File: config.mk
export PLATFORM = sky130hd
export DESIGN_NAME = lrc_log_read
export DESIGN_NICKNAME = d
export VERILOG_FILES = /design/src/lrc_pkg.sv /design/src/lrc_log_read.sv
export VERILOG_INCLUDE_DIRS = /design/src
export SDC_FILE = /design/constraint.sdc
export NUM_CORES = 1
export LEC_CHECK = 0
export ABC_AREA = 1
export BUFFER_PORTS_ARGS = -buffer_cell sky130_fd_sc_hd__buf_4
export CAP_MARGIN = 0
export CORE_UTILIZATION = 40
export DETAILED_ROUTE_END_ITERATION = 7
export PLACE_DENSITY = 0.62
export SYNTH_ARGS = -nofsm -noshare
export SYNTH_HDL_FRONTEND = slang
export SYNTH_SLANG_ARGS = --single-unit
File: constraint.sdc
create_clock -name pclk -period 4.08 [get_ports pclk]
set_input_delay 0.408 -clock pclk [delete_from_list [all_inputs] [get_ports pclk]]
set_output_delay 0.408 -clock pclk [all_outputs]
set_load 0.02 [all_outputs]
File: src/lrc_defs.svh
// Constants of the log read command handler: register offsets, bit
// positions, command code, log addresses and directory layout.
// Assumes a 32-bit APB with byte addresses, one register per word.
`ifndef LRC_DEFS_SVH
`define LRC_DEFS_SVH

`define LRC_OFF_DATA 8'h00
`define LRC_OFF_FEAT 8'h04
`define LRC_OFF_CNT 8'h08
`define LRC_OFF_LO 8'h0C
`define LRC_OFF_MID 8'h10
`define LRC_OFF_HI 8'h14
`define LRC_OFF_UNIT 8'h18
`define LRC_OFF_OPC 8'h1C
`define LRC_OFF_STAT 8'h20
`define LRC_OFF_ERR 8'h24
`define LRC_OFF_CTL 8'h28

`define LRC_CMD_READ_LOG 8'h2F

`define LRC_ST_BSY 7
`define LRC_ST_DRDY 6
`define LRC_ST_DF 5
`define LRC_ST_DRQ 3
`define LRC_ST_ERR 0

`define LRC_ER_UNC 6
`define LRC_ER_IDNF 4
`define LRC_ER_ABRT 2

`define LRC_CTL_SMART 0
`define LRC_CTL_STREAM 1
`define LRC_CTL_RST 3'h3

`define LRC_LOG_DIR 8'h00
`define LRC_LOG_SMART_ERR 8'h02
`define LRC_LOG_EXT_ERR 8'h03
`define LRC_LOG_SMART_ST 8'h06
`define LRC_LOG_EXT_ST 8'h07
`define LRC_LOG_STREAM_LO 8'h20
`define LRC_LOG_STREAM_HI 8'h22
`define LRC_LOG_DELAYED 8'h23
`define LRC_LOG_HOST_LO 8'h80
`define LRC_LOG_HOST_HI 8'h9F

`define LRC_DIR_SECTORS 16'h0001
`define LRC_HOST_SECTORS 16'h0010
`define LRC_DIR_VERSION 16'h0001
`define LRC_EXT_VERSION 8'h01
`define LRC_EXT_CSUM 8'hFF
`define LRC_BYTE_CSUM 9'h1FF
`define LRC_LAST_WORD 7'h7F

`endif

File: src/lrc_pkg.sv
// Types of the log read command handler: sequencer states and the
// packed state record. Constants live in lrc_defs.svh.
package lrc_pkg;

typedef enum logic [1:0] {
    LRC_IDLE = 2'b00,
    LRC_CHECK = 2'b01,
    LRC_BLOCK = 2'b10,
    LRC_XFER = 2'b11
} lrc_fsm_t;

typedef struct packed {
    lrc_fsm_t fsm;
    logic [15:0] feat;
    logic [15:0] cnt;
    logic [15:0] lo;
    logic [15:0] mid;
    logic [15:0] hi;
    logic [7:0] unit;
    logic [7:0] err;
    logic [2:0] ctl;
    logic bsy;
    logic drdy;
    logic df;
    logic drq;
    logic intrq;
    logic slverr;
    logic [31:0] rdata;
    logic [15:0] sec;
    logic [15:0] left;
    logic [6:0] word;
} lrc_state_t;

endpackage : lrc_pkg

File: src/lrc_log_read.sv
// Log read command handler: task-file registers over APB, command
// check, PIO data-in of log sectors through a 32-bit data port.
// Assumes one pclk domain; media fault inputs come from logic on pclk.
//
// The address map and the APB slave port were decided locally.
`include "lrc_defs.svh"
`timescale 1ns/1ps
`default_nettype none

module lrc_log_read #(
    parameter int ADDR_W = 8,
    parameter logic [15:0] EXT_ERR_SECTORS = 16'h0001,
    parameter logic [15:0] EXT_ST_SECTORS = 16'h0001,
    parameter logic [15:0] STREAM_SECTORS = 16'h0001,
    parameter logic [15:0] DELAYED_SECTORS = 16'h0001
) (
    input wire logic pclk,
    input wire logic presetn,
    input wire logic psel,
    input wire logic penable,
    input wire logic pwrite,
    input wire logic [ADDR_W-1:0] paddr,
    input wire logic [31:0] pwdata,
    output logic [31:0] prdata,
    output logic pready,
    output logic pslverr,
    input wire logic media_unc,
    input wire logic media_idnf,
    input wire logic dev_fault,
    output logic intrq
);

    localparam lrc_pkg::lrc_state_t RST = '{
        fsm: lrc_pkg::LRC_IDLE,
        drdy: 1'b1,
        ctl: `LRC_CTL_RST,
        default: '0
    };

    lrc_pkg::lrc_state_t r;
    lrc_pkg::lrc_state_t next_r;

    // Sectors each log holds; zero marks an absent or disabled log
    function automatic logic [15:0] log_size(
        input logic [7:0] a,
        input logic [2:0] c
    );
        logic smart;
        logic strm;
        smart = c[`LRC_CTL_SMART];
        strm = c[`LRC_CTL_STREAM];
        log_size = '0;
        if (a == `LRC_LOG_DIR) begin
            log_size = `LRC_DIR_SECTORS;
        end else if (a == `LRC_LOG_EXT_ERR && smart) begin
            log_size = EXT_ERR_SECTORS;
        end else if (a == `LRC_LOG_EXT_ST && smart) begin
            log_size = EXT_ST_SECTORS;
        end else if (a >= `LRC_LOG_STREAM_LO && a <= `LRC_LOG_STREAM_HI
                     && strm) begin
            log_size = STREAM_SECTORS;
        end else if (a == `LRC_LOG_DELAYED) begin
            log_size = DELAYED_SECTORS;
        end else if (a >= `LRC_LOG_HOST_LO && a <= `LRC_LOG_HOST_HI
                     && smart) begin
            log_size = `LRC_HOST_SECTORS;
        end
    endfunction : log_size

    // One byte of a log sector; content not produced here reads zero
    function automatic logic [7:0] log_byte(
        input logic [7:0] a,
        input logic [15:0] s,
        input logic [8:0] b,
        input logic [2:0] c
    );
        logic [15:0] sz;
        logic [15:0] ver;
        ver = `LRC_DIR_VERSION;
        sz = log_size(b[8:1], c);
        log_byte = '0;
        if (a == `LRC_LOG_DIR) begin
            if (b[8:1] == '0) begin
                log_byte = b[0] ? ver[15:8] : ver[7:0];
            end else begin
                log_byte = b[0] ? sz[15:8] : sz[7:0];
            end
        end else if (a == `LRC_LOG_EXT_ERR && s == '0) begin
            // No entry is ever logged for refused commands
            if (b == '0) begin
                log_byte = `LRC_EXT_VERSION;
            end else if (b == `LRC_BYTE_CSUM) begin
                log_byte = `LRC_EXT_CSUM;
            end
        end
        // Host logs never written, all zero
    endfunction : log_byte

    function automatic logic [31:0] log_word(
        input logic [7:0] a,
        input logic [15:0] s,
        input logic [6:0] w,
        input logic [2:0] c
    );
        log_word = '0;
        for (int k = 0; k < 4; k++) begin
            log_word[k*8 +: 8] = log_byte(a, s, {w, k[1:0]}, c);
        end
    endfunction : log_word

    logic [7:0] status;
    logic [7:0] off;
    logic setup;
    logic access;
    logic [15:0] size;
    logic [15:0] room;
    logic abort;

    assign off = paddr[7:0];
    assign setup = psel && !penable;
    assign access = psel && penable;
    // Log address from the current low byte
    assign size = log_size(r.lo[7:0], r.ctl);
    assign room = size - r.mid;

    always_comb begin
        status = '0;
        status[`LRC_ST_BSY] = r.bsy;
        status[`LRC_ST_DRDY] = r.drdy;
        status[`LRC_ST_DF] = r.df;
        status[`LRC_ST_DRQ] = r.drq;
        status[`LRC_ST_ERR] = |r.err;
    end

    always_comb begin
        abort = 1'b0;
        // Logs owned by the SMART path
        if (r.lo[7:0] == `LRC_LOG_SMART_ERR ||
            r.lo[7:0] == `LRC_LOG_SMART_ST) begin
            abort = 1'b1;
        end
        if (size == '0 || r.feat != '0 || r.hi != '0 ||
            r.lo[15:8] != '0 || r.mid >= size) begin
            abort = 1'b1;
        end
        if (r.cnt == '0) begin
            abort = 1'b1;
        end
        if (r.cnt > size) begin
            abort = 1'b1;
        end
    end

    always_comb begin
        next_r = r;
        if (setup) begin
            next_r.slverr = 1'b0;
            next_r.rdata = '0;
            case (off)
                `LRC_OFF_DATA: begin
                    if (r.drq) begin
                        next_r.rdata = log_word(r.lo[7:0], r.sec,
                                                r.word, r.ctl);
                    end
                end
                `LRC_OFF_FEAT: next_r.rdata = '0;
                `LRC_OFF_CNT: next_r.rdata = {16'h0000, r.cnt};
                `LRC_OFF_LO: next_r.rdata = {16'h0000, r.lo};
                `LRC_OFF_MID: next_r.rdata = {16'h0000, r.mid};
                `LRC_OFF_HI: next_r.rdata = {16'h0000, r.hi};
                // Device select reads back as written
                `LRC_OFF_UNIT: next_r.rdata = {24'h000000, r.unit};
                `LRC_OFF_OPC: next_r.rdata = '0;
                `LRC_OFF_STAT: next_r.rdata = {24'h000000, status};
                `LRC_OFF_ERR: next_r.rdata = {24'h000000, r.err};
                `LRC_OFF_CTL: next_r.rdata = {29'h00000000, r.ctl};
                default: next_r.slverr = 1'b1;
            endcase
        end

        // Reading status acknowledges the interrupt; a set below wins
        if (access && !pwrite && off == `LRC_OFF_STAT) begin
            next_r.intrq = 1'b0;
        end

        // Task-file writes are ignored while a command owns it
        if (access && pwrite && !r.bsy && !r.drq) begin
            case (off)
                // Previous byte takes the old current
                `LRC_OFF_FEAT: next_r.feat = {r.feat[7:0], pwdata[7:0]};
                `LRC_OFF_CNT: next_r.cnt = {r.cnt[7:0], pwdata[7:0]};
                `LRC_OFF_LO: next_r.lo = {r.lo[7:0], pwdata[7:0]};
                `LRC_OFF_MID: next_r.mid = {r.mid[7:0], pwdata[7:0]};
                `LRC_OFF_HI: next_r.hi = {r.hi[7:0], pwdata[7:0]};
                `LRC_OFF_UNIT: next_r.unit = pwdata[7:0];
                `LRC_OFF_CTL: next_r.ctl = pwdata[2:0];
                `LRC_OFF_OPC: begin
                    next_r.bsy = 1'b1;
                    next_r.df = 1'b0;
                    next_r.err = '0;
                    next_r.fsm = lrc_pkg::LRC_CHECK;
                    if (pwdata[7:0] != `LRC_CMD_READ_LOG) begin
                        next_r.bsy = 1'b0;
                        next_r.err[`LRC_ER_ABRT] = 1'b1;
                        next_r.intrq = 1'b1;
                        next_r.fsm = lrc_pkg::LRC_IDLE;
                    end
                end
                default: next_r.slverr = r.slverr;
            endcase
        end

        case (r.fsm)
            lrc_pkg::LRC_IDLE: begin
                next_r.drq = 1'b0;
            end
            // Validate then stream by PIO data-in
            lrc_pkg::LRC_CHECK: begin
                if (abort) begin
                    next_r.err[`LRC_ER_ABRT] = 1'b1;
                    next_r.bsy = 1'b0;
                    next_r.drdy = 1'b1;
                    next_r.intrq = 1'b1;
                    next_r.fsm = lrc_pkg::LRC_IDLE;
                end else if (dev_fault) begin
                    // DF only on a device fault
                    next_r.df = 1'b1;
                    next_r.err[`LRC_ER_ABRT] = 1'b1;
                    next_r.bsy = 1'b0;
                    next_r.intrq = 1'b1;
                    next_r.fsm = lrc_pkg::LRC_IDLE;
                end else begin
                    next_r.sec = r.mid;
                    next_r.left = (r.cnt < room) ? r.cnt : room;
                    next_r.word = '0;
                    next_r.fsm = lrc_pkg::LRC_BLOCK;
                end
            end
            lrc_pkg::LRC_BLOCK: begin
                next_r.bsy = 1'b0;
                next_r.intrq = 1'b1;
                next_r.fsm = lrc_pkg::LRC_IDLE;
                if (media_unc) begin
                    next_r.err[`LRC_ER_UNC] = 1'b1;
                end else if (media_idnf) begin
                    next_r.err[`LRC_ER_IDNF] = 1'b1;
                end else begin
                    next_r.drq = 1'b1;
                    next_r.fsm = lrc_pkg::LRC_XFER;
                end
            end
            lrc_pkg::LRC_XFER: begin
                // Host drains one sector per block
                if (access && !pwrite && off == `LRC_OFF_DATA) begin
                    next_r.word = r.word + 7'h01;
                    if (r.word == `LRC_LAST_WORD) begin
                        next_r.drq = 1'b0;
                        next_r.sec = r.sec + 16'h0001;
                        next_r.left = r.left - 16'h0001;
                        if (r.left == 16'h0001) begin
                            next_r.bsy = 1'b0;
                            next_r.df = 1'b0;
                            next_r.err = '0;
                            next_r.drdy = 1'b1;
                            next_r.fsm = lrc_pkg::LRC_IDLE;
                        end else begin
                            next_r.bsy = 1'b1;
                            next_r.fsm = lrc_pkg::LRC_BLOCK;
                        end
                    end
                end
            end
            default: next_r.fsm = lrc_pkg::LRC_IDLE;
        endcase
    end

    always_ff @(posedge pclk or negedge presetn) begin
        if (!presetn) begin
            r <= RST;
        end else begin
            r <= next_r;
        end
    end

    // Read data is latched in the setup cycle, so no wait state
    assign pready = 1'b1;
    assign prdata = r.rdata;
    assign pslverr = r.slverr && access;
    assign intrq = r.intrq;

endmodule : lrc_log_read

`default_nettype wire

==> results of run 1 <==
## power breakdown
part | total, uW | switching, uW | internal [uW]
sequential | 1920 | 151 | 1770
clock | 1660 | 785 | 874
combinational | 1600 | 1100 | 504
total | 5190 | 2040 | 3150
## worst paths after layout
check / endpoint / slack [ns] / depth (start not counted)
setup / recovery: r[22] / 0.38 / 19
hold / removal: prdata[9] / 0.09 / 1
setup reg to reg: r[22] / 0.38 / 19
hold reg to reg: prdata[0] / 0.48 / 2
max in group asynchronous: r[75] / 3.06 / 2
min in group pclk: r[84] / 0.26 / 3
## placed cells by master (no fill, tap or decap), types with 10 or more instances in the layout
cell type / n
nand2_1: 409
dfrtp_1: 162
inv_1: 132
nand3_1: 106
nor2_1: 97
o21ai_1: 73
o21ai_0: 66
buf_4: 64
nand4_1: 36
ha_1: 31
nor3_1: 25
inv_2: 23
a21oi_1: 19
clkbuf_16: 17
o22ai_1: 16
xor2_1: 15
mux2_2: 10
## layout make-up
class | count | area, um2 | area share (%)
multi-input cells | 993 | 5020 | 44.6
flip-flops and latches | 165 | 4130 | 36.8
inverters | 155 | 582 | 5.17
repair buffers | 66 | 512 | 4.55
clock buffers | 18 | 429 | 3.82
well taps | 324 | 405 | 3.61
clock inverters | 14 | 165 | 1.47
## cell families (layout without fill, tap and decap cells)
kind of cell / count (synthesis) / count (layout)
xor+xnor: 19 / 19
fa+ha+maj: 31 / 31
buf+inv: 234 / 253
compound gates: 213 / 213
mux: 14 / 14
flops: 165 / 165
simple gates: 709 / 709
other cells: 2 / 7
## per-stage QoR
| step | hold slack, ns | total power [uW] | setup slack, ns | std cells | instance area (um2) |
|---|---|---|---|---|---|
| floorplan | 0.112 | 3130 | 0.839 | 1392 | 10200 |
| global placement | 0.466 | 3530 | 0.343 | 1703 | 10600 |
| detailed placement | 0.467 | 3550 | 0.325 | 1703 | 10600 |
| CTS | 0.148 | 5210 | 0.304 | 1735 | 11200 |
| global route | 0.188 | 5540 | 0.105 | 1735 | 11200 |
| finish | 0.0931 | 5190 | 0.376 | 1735 | 11200 |
## routing by layer
metal	vias up	wire (um)	part of all wire (%)
met5	-	0	0
met4	0	676	2.2
met3	45	2240	7.3
met2	359	13600	44
met1	4433	14100	46
li1	4542	-	-
## sequential cells by signal (all words and copies together), names as in the netlist
register,cells
r,145
prdata,19
intrq,1
## critical path: stages, from the launching register on
cell     delay, ns
dfstp_2       0.60
inv_1         0.07
o21ai_1       0.13
nand3_1       0.17
ha_1          0.26
nor3_2        0.32
nand3_1       0.12
nand2_1       0.15
xor2_1        0.34
ha_1          0.32
a21oi_1       0.15
o21a_1        0.12
nand2_1       0.05
nand2_1       0.09
nand2_2       0.20
nand2_1       0.12
nand3_1       0.13
nand2_1       0.11
nand3_1       0.08
nand2_1       0.09
==> flow_summary_export.csv, run 1 <==
group,metric,value,unit
power_and_ir_drop,ir_drop,240,uV
routing,avgRoutedWirePerCell,17.7,um
logic_synthesis,synth-compound-area-share,12.0,%
logic_synthesis,yosys_warnings,0,
grt,grt_pass1_wl,48.5,mm
sta,fin_worst_skew,0.0113,ns
logic_synthesis,synth_edf_count,0,
final_layout,syn_to_final_growth,10.7,%
sta,worst_pin_slew,1.00,ns
sta,drv_slew,0,
clocking,path_clk_slew,0.07,ns
logic_synthesis,yosysMostFrequentCell,"nand2_1",
die,die_w,161,um
critical_path,cp_max_fo,16,
grt,grt_busiest_layer,"met2",
clocking,cts_made_buffers,17,
critical_path,crit_required,4.45,ns
logic_synthesis,async_flop_share,100,%
logic_synthesis,synth_seq_cells,165,
logic_synthesis,synth_area_leaders,"dfrtp_1 (40%), nand2_1 (15%), nand3_1 (5.2%)",
power_and_ir_drop,leakage,0.00562,uW
clocking,cts_tree,"built",
final_layout,antenna_cells,0,
power_and_ir_drop,p_per_area,461,mW/mm2
clocking,ctsHoldBuffers,0,
grt,grt_use_total,24.3,%
final_layout,final_util,45.7,%
die,die_h,161,um
routing,drt.antenna.violating_nets,0,
grt,grt_pass1_vias,8659,
routing,drc,0,
sta,hold_viol,0,
final_layout,fillers,2542,
logic_synthesis,yosysTopAreaCell,"dfrtp_1",
grt,overflow,0,
logic_synthesis,synth_area,0.0102,mm2
clocking,htree_levels,4,
clocking,cts_setup_buffers,0,
logic_synthesis,synthMuxAreaShare,1.55,%
placed_design,gp_congestion,0.974,
die,fp.coreArea,0.0246,mm2
logic_synthesis,synthSimpleGateAreaFrac,30.1,%
logic_synthesis,synth_top_family_by_area,"simple AND/OR/NAND/NOR gates",
grt,antenna_found_initial,0,
placed_design,io_buffers,51,
clocking,clock_path_buffers,2,
job,maxCapViolCount,0,
critical_path,crit_type,"flop to flop",
routing,dr_total_vias,9379,
final_layout,drive_gt1_share,11.4,%
grt,met1_usage,35.4,%
die,start_util,41.3,%
critical_path,end_kind,"flop",
logic_synthesis,yosysTopAreaCellShare,39.9,%
logic_synthesis,synthAdderAreaFrac,3.82,%
sta,setup_tns,0,ns
hold_path,hp-class,"input port to async pin",
routing,drtPass1Iterations,5,
critical_path,reg2reg_from,"r[77]",
logic_synthesis,syn_inst,1387,
grt,use_met3,3.60,%
sta,fin_crit,3.70,ns
status,status,"completed",
critical_path,cp-start-kind,"flop",
sta,fin_crit_sh,90.8,%
sta,finalSetupViolCount,0,
logic_synthesis,synth_cell_types,54,
logic_synthesis,avgSynthCellArea,7.32,um2
placed_design,place_hpwl,22.4,mm
routing,vias_per_cell,5.41,
logic_synthesis,synth_xor_area_share,1.64,%
routing,wirelength,30.7,mm
logic_synthesis,ys_seq_area_share,40.7,%
die,num_rows,57,
critical_path,arrival,4.08,ns
final_layout,nNetsFinal,1477,
sta,slew_headroom,33.0,%
grt,grtUsageMet2,36.9,%
logic_synthesis,synth_commonest_cells,"nand2_1 (410), dfrtp_1 (162), inv_1 (132), nand3_1 (106), nor2_1 (97)",
logic_synthesis,synth_flop_cell,"dfrtp_1",
sta,max_freq,270,MHz
sta,rsz0062_at_grt,"false",
die,ios,83,
routing,drtIter0Drc,1014,
clocking,cts-resized-gates,0,
clocking,numClockSinks,165,
die,die-area,0.0260,mm2
grt,grt_max_degree,103,
clocking,clk_latency,0.44,ns
critical_path,cp-startpoint,"r[77]",
clocking,root_buffer,"clkbuf_16",
Power figures use the tool's default switching activity.
==> inputs of run 2 (changes only) <==
--- a/config.mk
+++ b/config.mk
@@ -10,6 +10,7 @@
 export BUFFER_PORTS_ARGS = -buffer_cell sky130_fd_sc_hd__buf_4
 export CAP_MARGIN = 0
 export CORE_UTILIZATION = 40
+export CTS_BUF_LIST = sky130_fd_sc_hd__clkbuf_4 sky130_fd_sc_hd__clkbuf_8 sky130_fd_sc_hd__clkbuf_16
 export DETAILED_ROUTE_END_ITERATION = 7
 export PLACE_DENSITY = 0.62
 export SYNTH_ARGS = -nofsm -noshare
==> run 2 against run 1 <==
Critical path depth grew 2. Non-clock buffer count is the same. Sequential power hardly changed. Die area unchanged. Final cell count is the same. Highest routed layer unchanged.
==> flow_summary_export.csv, run 2 (synthesis results as in run 1) <==
group,metric,value,unit
status,status,"completed",
routing,dr_total_vias,9405,
final_layout,drive_gt1_share,11.5,%
final_layout,largest_register_ffs,145,
routing,wl_met2,13.6,mm
final_layout,final_util,45.7,%
grt,grt_pass1_wl,48.5,mm
routing,wirelength,30.7,mm
power_and_ir_drop,ir_drop,240,uV
sta,drv_slew,0,
power_and_ir_drop,power,5200,uW
die,die_h,161,um
critical_path,crit_chain,"inv_1 -> nand2_1 -> nand2_1 -> nand2_1 -> nand3_1 -> ha_1 -> nor3_2 -> nand3_1 -> nand2_1 -> xor2_1 -> ha_1 -> a21oi_1 -> o21a_1 -> nand2_1 -> nand2_1 -> nand2_2 -> nand2_1 -> nand3_1 -> nand2_1 -> nand3_1 -> nand2_1",
critical_path,arrival,4.08,ns
grt,grt_use_total,24.3,%
hold_path,hp-class,"input port to async pin",
clocking,path_clk_slew,0.08,ns
final_layout,syn_to_final_growth,10.7,%
sta,rsz0062_at_grt,"false",
routing,drc,0,
grt,grt_max_degree,103,
routing,vias_per_cell,5.42,
sta,fin_worst_skew,0.0114,ns
final_layout,final_common_cell,"nand2_1",
critical_path,end_kind,"flop",
sta,slew_headroom,33.2,%
die,die-area,0.0260,mm2
critical_path,crit_type,"flop to flop",
clocking,htree_levels,4,
final_layout,final_cell_mix,"nand2_1 (409), dfrtp_1 (162), inv_1 (132), nand3_1 (106), nor2_1 (97)",
routing,drtPass1Iterations,6,
routing,drtIter0Drc,1044,
routing,avgRoutedWirePerCell,17.7,um
grt,overflow,0,
routing,met1_length,14.0,mm
power_and_ir_drop,p_sw,2040,uW
critical_path,crit_slowest_cell,"dfstp_2",
power_and_ir_drop,internal_power,3160,uW
grt,antenna_found_initial,0,
sta,max_freq,270,MHz
power_and_ir_drop,pwr-share-seq,37.0,%
clocking,cts_setup_buffers,0,
power_and_ir_drop,clkPwrFrac,32.1,%
critical_path,cp_max_fo,16,
critical_path,crit_path_frequent_cell,"nand2_1",
die,fp.coreArea,0.0246,mm2
routing,top_layer,"met4",
clocking,root_buffer,"clkbuf_16",
sta,finalSetupViolCount,0,
job,maxCapViolCount,0,
placed_design,gp_congestion,0.974,
sta,worst_pin_slew,1.00,ns
sta,fin_crit_sh,90.9,%
power_and_ir_drop,combPwrFrac,30.9,%
routing,wl_met3,2.29,mm
grt,grt_pass1_vias,8659,
sta,fin_crit,3.71,ns
routing,drt.antenna.violating_nets,0,
power_and_ir_drop,switching_share,39.2,%
clocking,clock_path_buffers,2,
final_layout,nNetsFinal,1477,
sta,timing.hold.ws,0.0905,ns
clocking,cts_made_buffers,17,
power_and_ir_drop,leakage,0.00562,uW
final_layout,top_register,"r",
critical_path,crit_required,4.46,ns
sta,hold_viol,0,
final_layout,fillers,2542,
critical_path,crit_path_max_incr_delay,0.56,ns
clocking,numClockSinks,165,
placed_design,io_buffers,51,
sta,setup_tns,0,ns
clocking,clk_latency,0.44,ns
power_and_ir_drop,p_per_area,462,mW/mm2
placed_design,place_hpwl,22.4,mm
die,ios,83,
die,num_rows,57,
final_layout,antenna_cells,0,
clocking,ctsHoldBuffers,0,
clocking,cts_tree,"built",
die,start_util,41.3,%
critical_path,cp-start-kind,"flop",
die,die_w,161,um
[run 2: per-stage QoR]
stage               cells  area [um2]  worst slack (ns)
floorplan            1392       10200             0.839
global placement     1703       10600             0.343
detailed placement   1703       10600             0.325
CTS                  1735       11200             0.304
global route         1735       11200             0.105
finish               1735       11200             0.373
[run 2: power by group through the flow]
stage	clock network (uW)	registers [uW]	logic (uW)
finish	1670	1920	1610
CTS	1690	1920	1600
global placement	0	1950	1570
global route	1750	1950	1850
detailed placement	0	1950	1590
floorplan	0	1910	1220
[run 2: worst paths after layout]
| path | start | to | slack (ns) | depth (start not counted) |
|---|---|---|---|---|
| setup / recovery | r[78] | r[22] | 0.37 | 21 |
| hold / removal | presetn | prdata[9] | 0.09 | 1 |
| setup reg to reg | r[78] | r[22] | 0.37 | 21 |
| hold reg to reg | prdata[0] | prdata[0] | 0.48 | 2 |
| max in group asynchronous | presetn | r[75] | 3.07 | 2 |
| min in group pclk | media_idnf | r[84] | 0.25 | 3 |
[run 2: repair_timing]
| action | CTS | global route |
|---|---|---|
| setup endpoints to repair | 0 | 15 |
| resized for setup | 0 | 1 |
| hold endpoints to repair | 0 | 0 |
[run 2: worst max-delay path, delay by kind of cell (launching register included)]
kind	cells	cell delay, ns
simple gates	15	1.80
fa+ha+maj	2	0.58
compound gates	2	0.27
xor+xnor	1	0.35
buf+inv	1	0.09
flops	1	0.56
[run 2: final cells by class]
cell class	count	area (um2)	share of cell area, %
clock inverter	14	165	1.47
inverter	155	582	5.17
tap	324	405	3.60
sequential	165	4130	36.7
clock buffer	18	433	3.85
timing repair buffer	66	512	4.55
multi-input combinational	993	5020	44.6
[run 2: metal layers]
metal  up-vias  track usage [%]
li1       4536                -
met1      4446             35.4
met2       374             36.9
met3        49             3.60
met4         0             8.02
met5         -                0
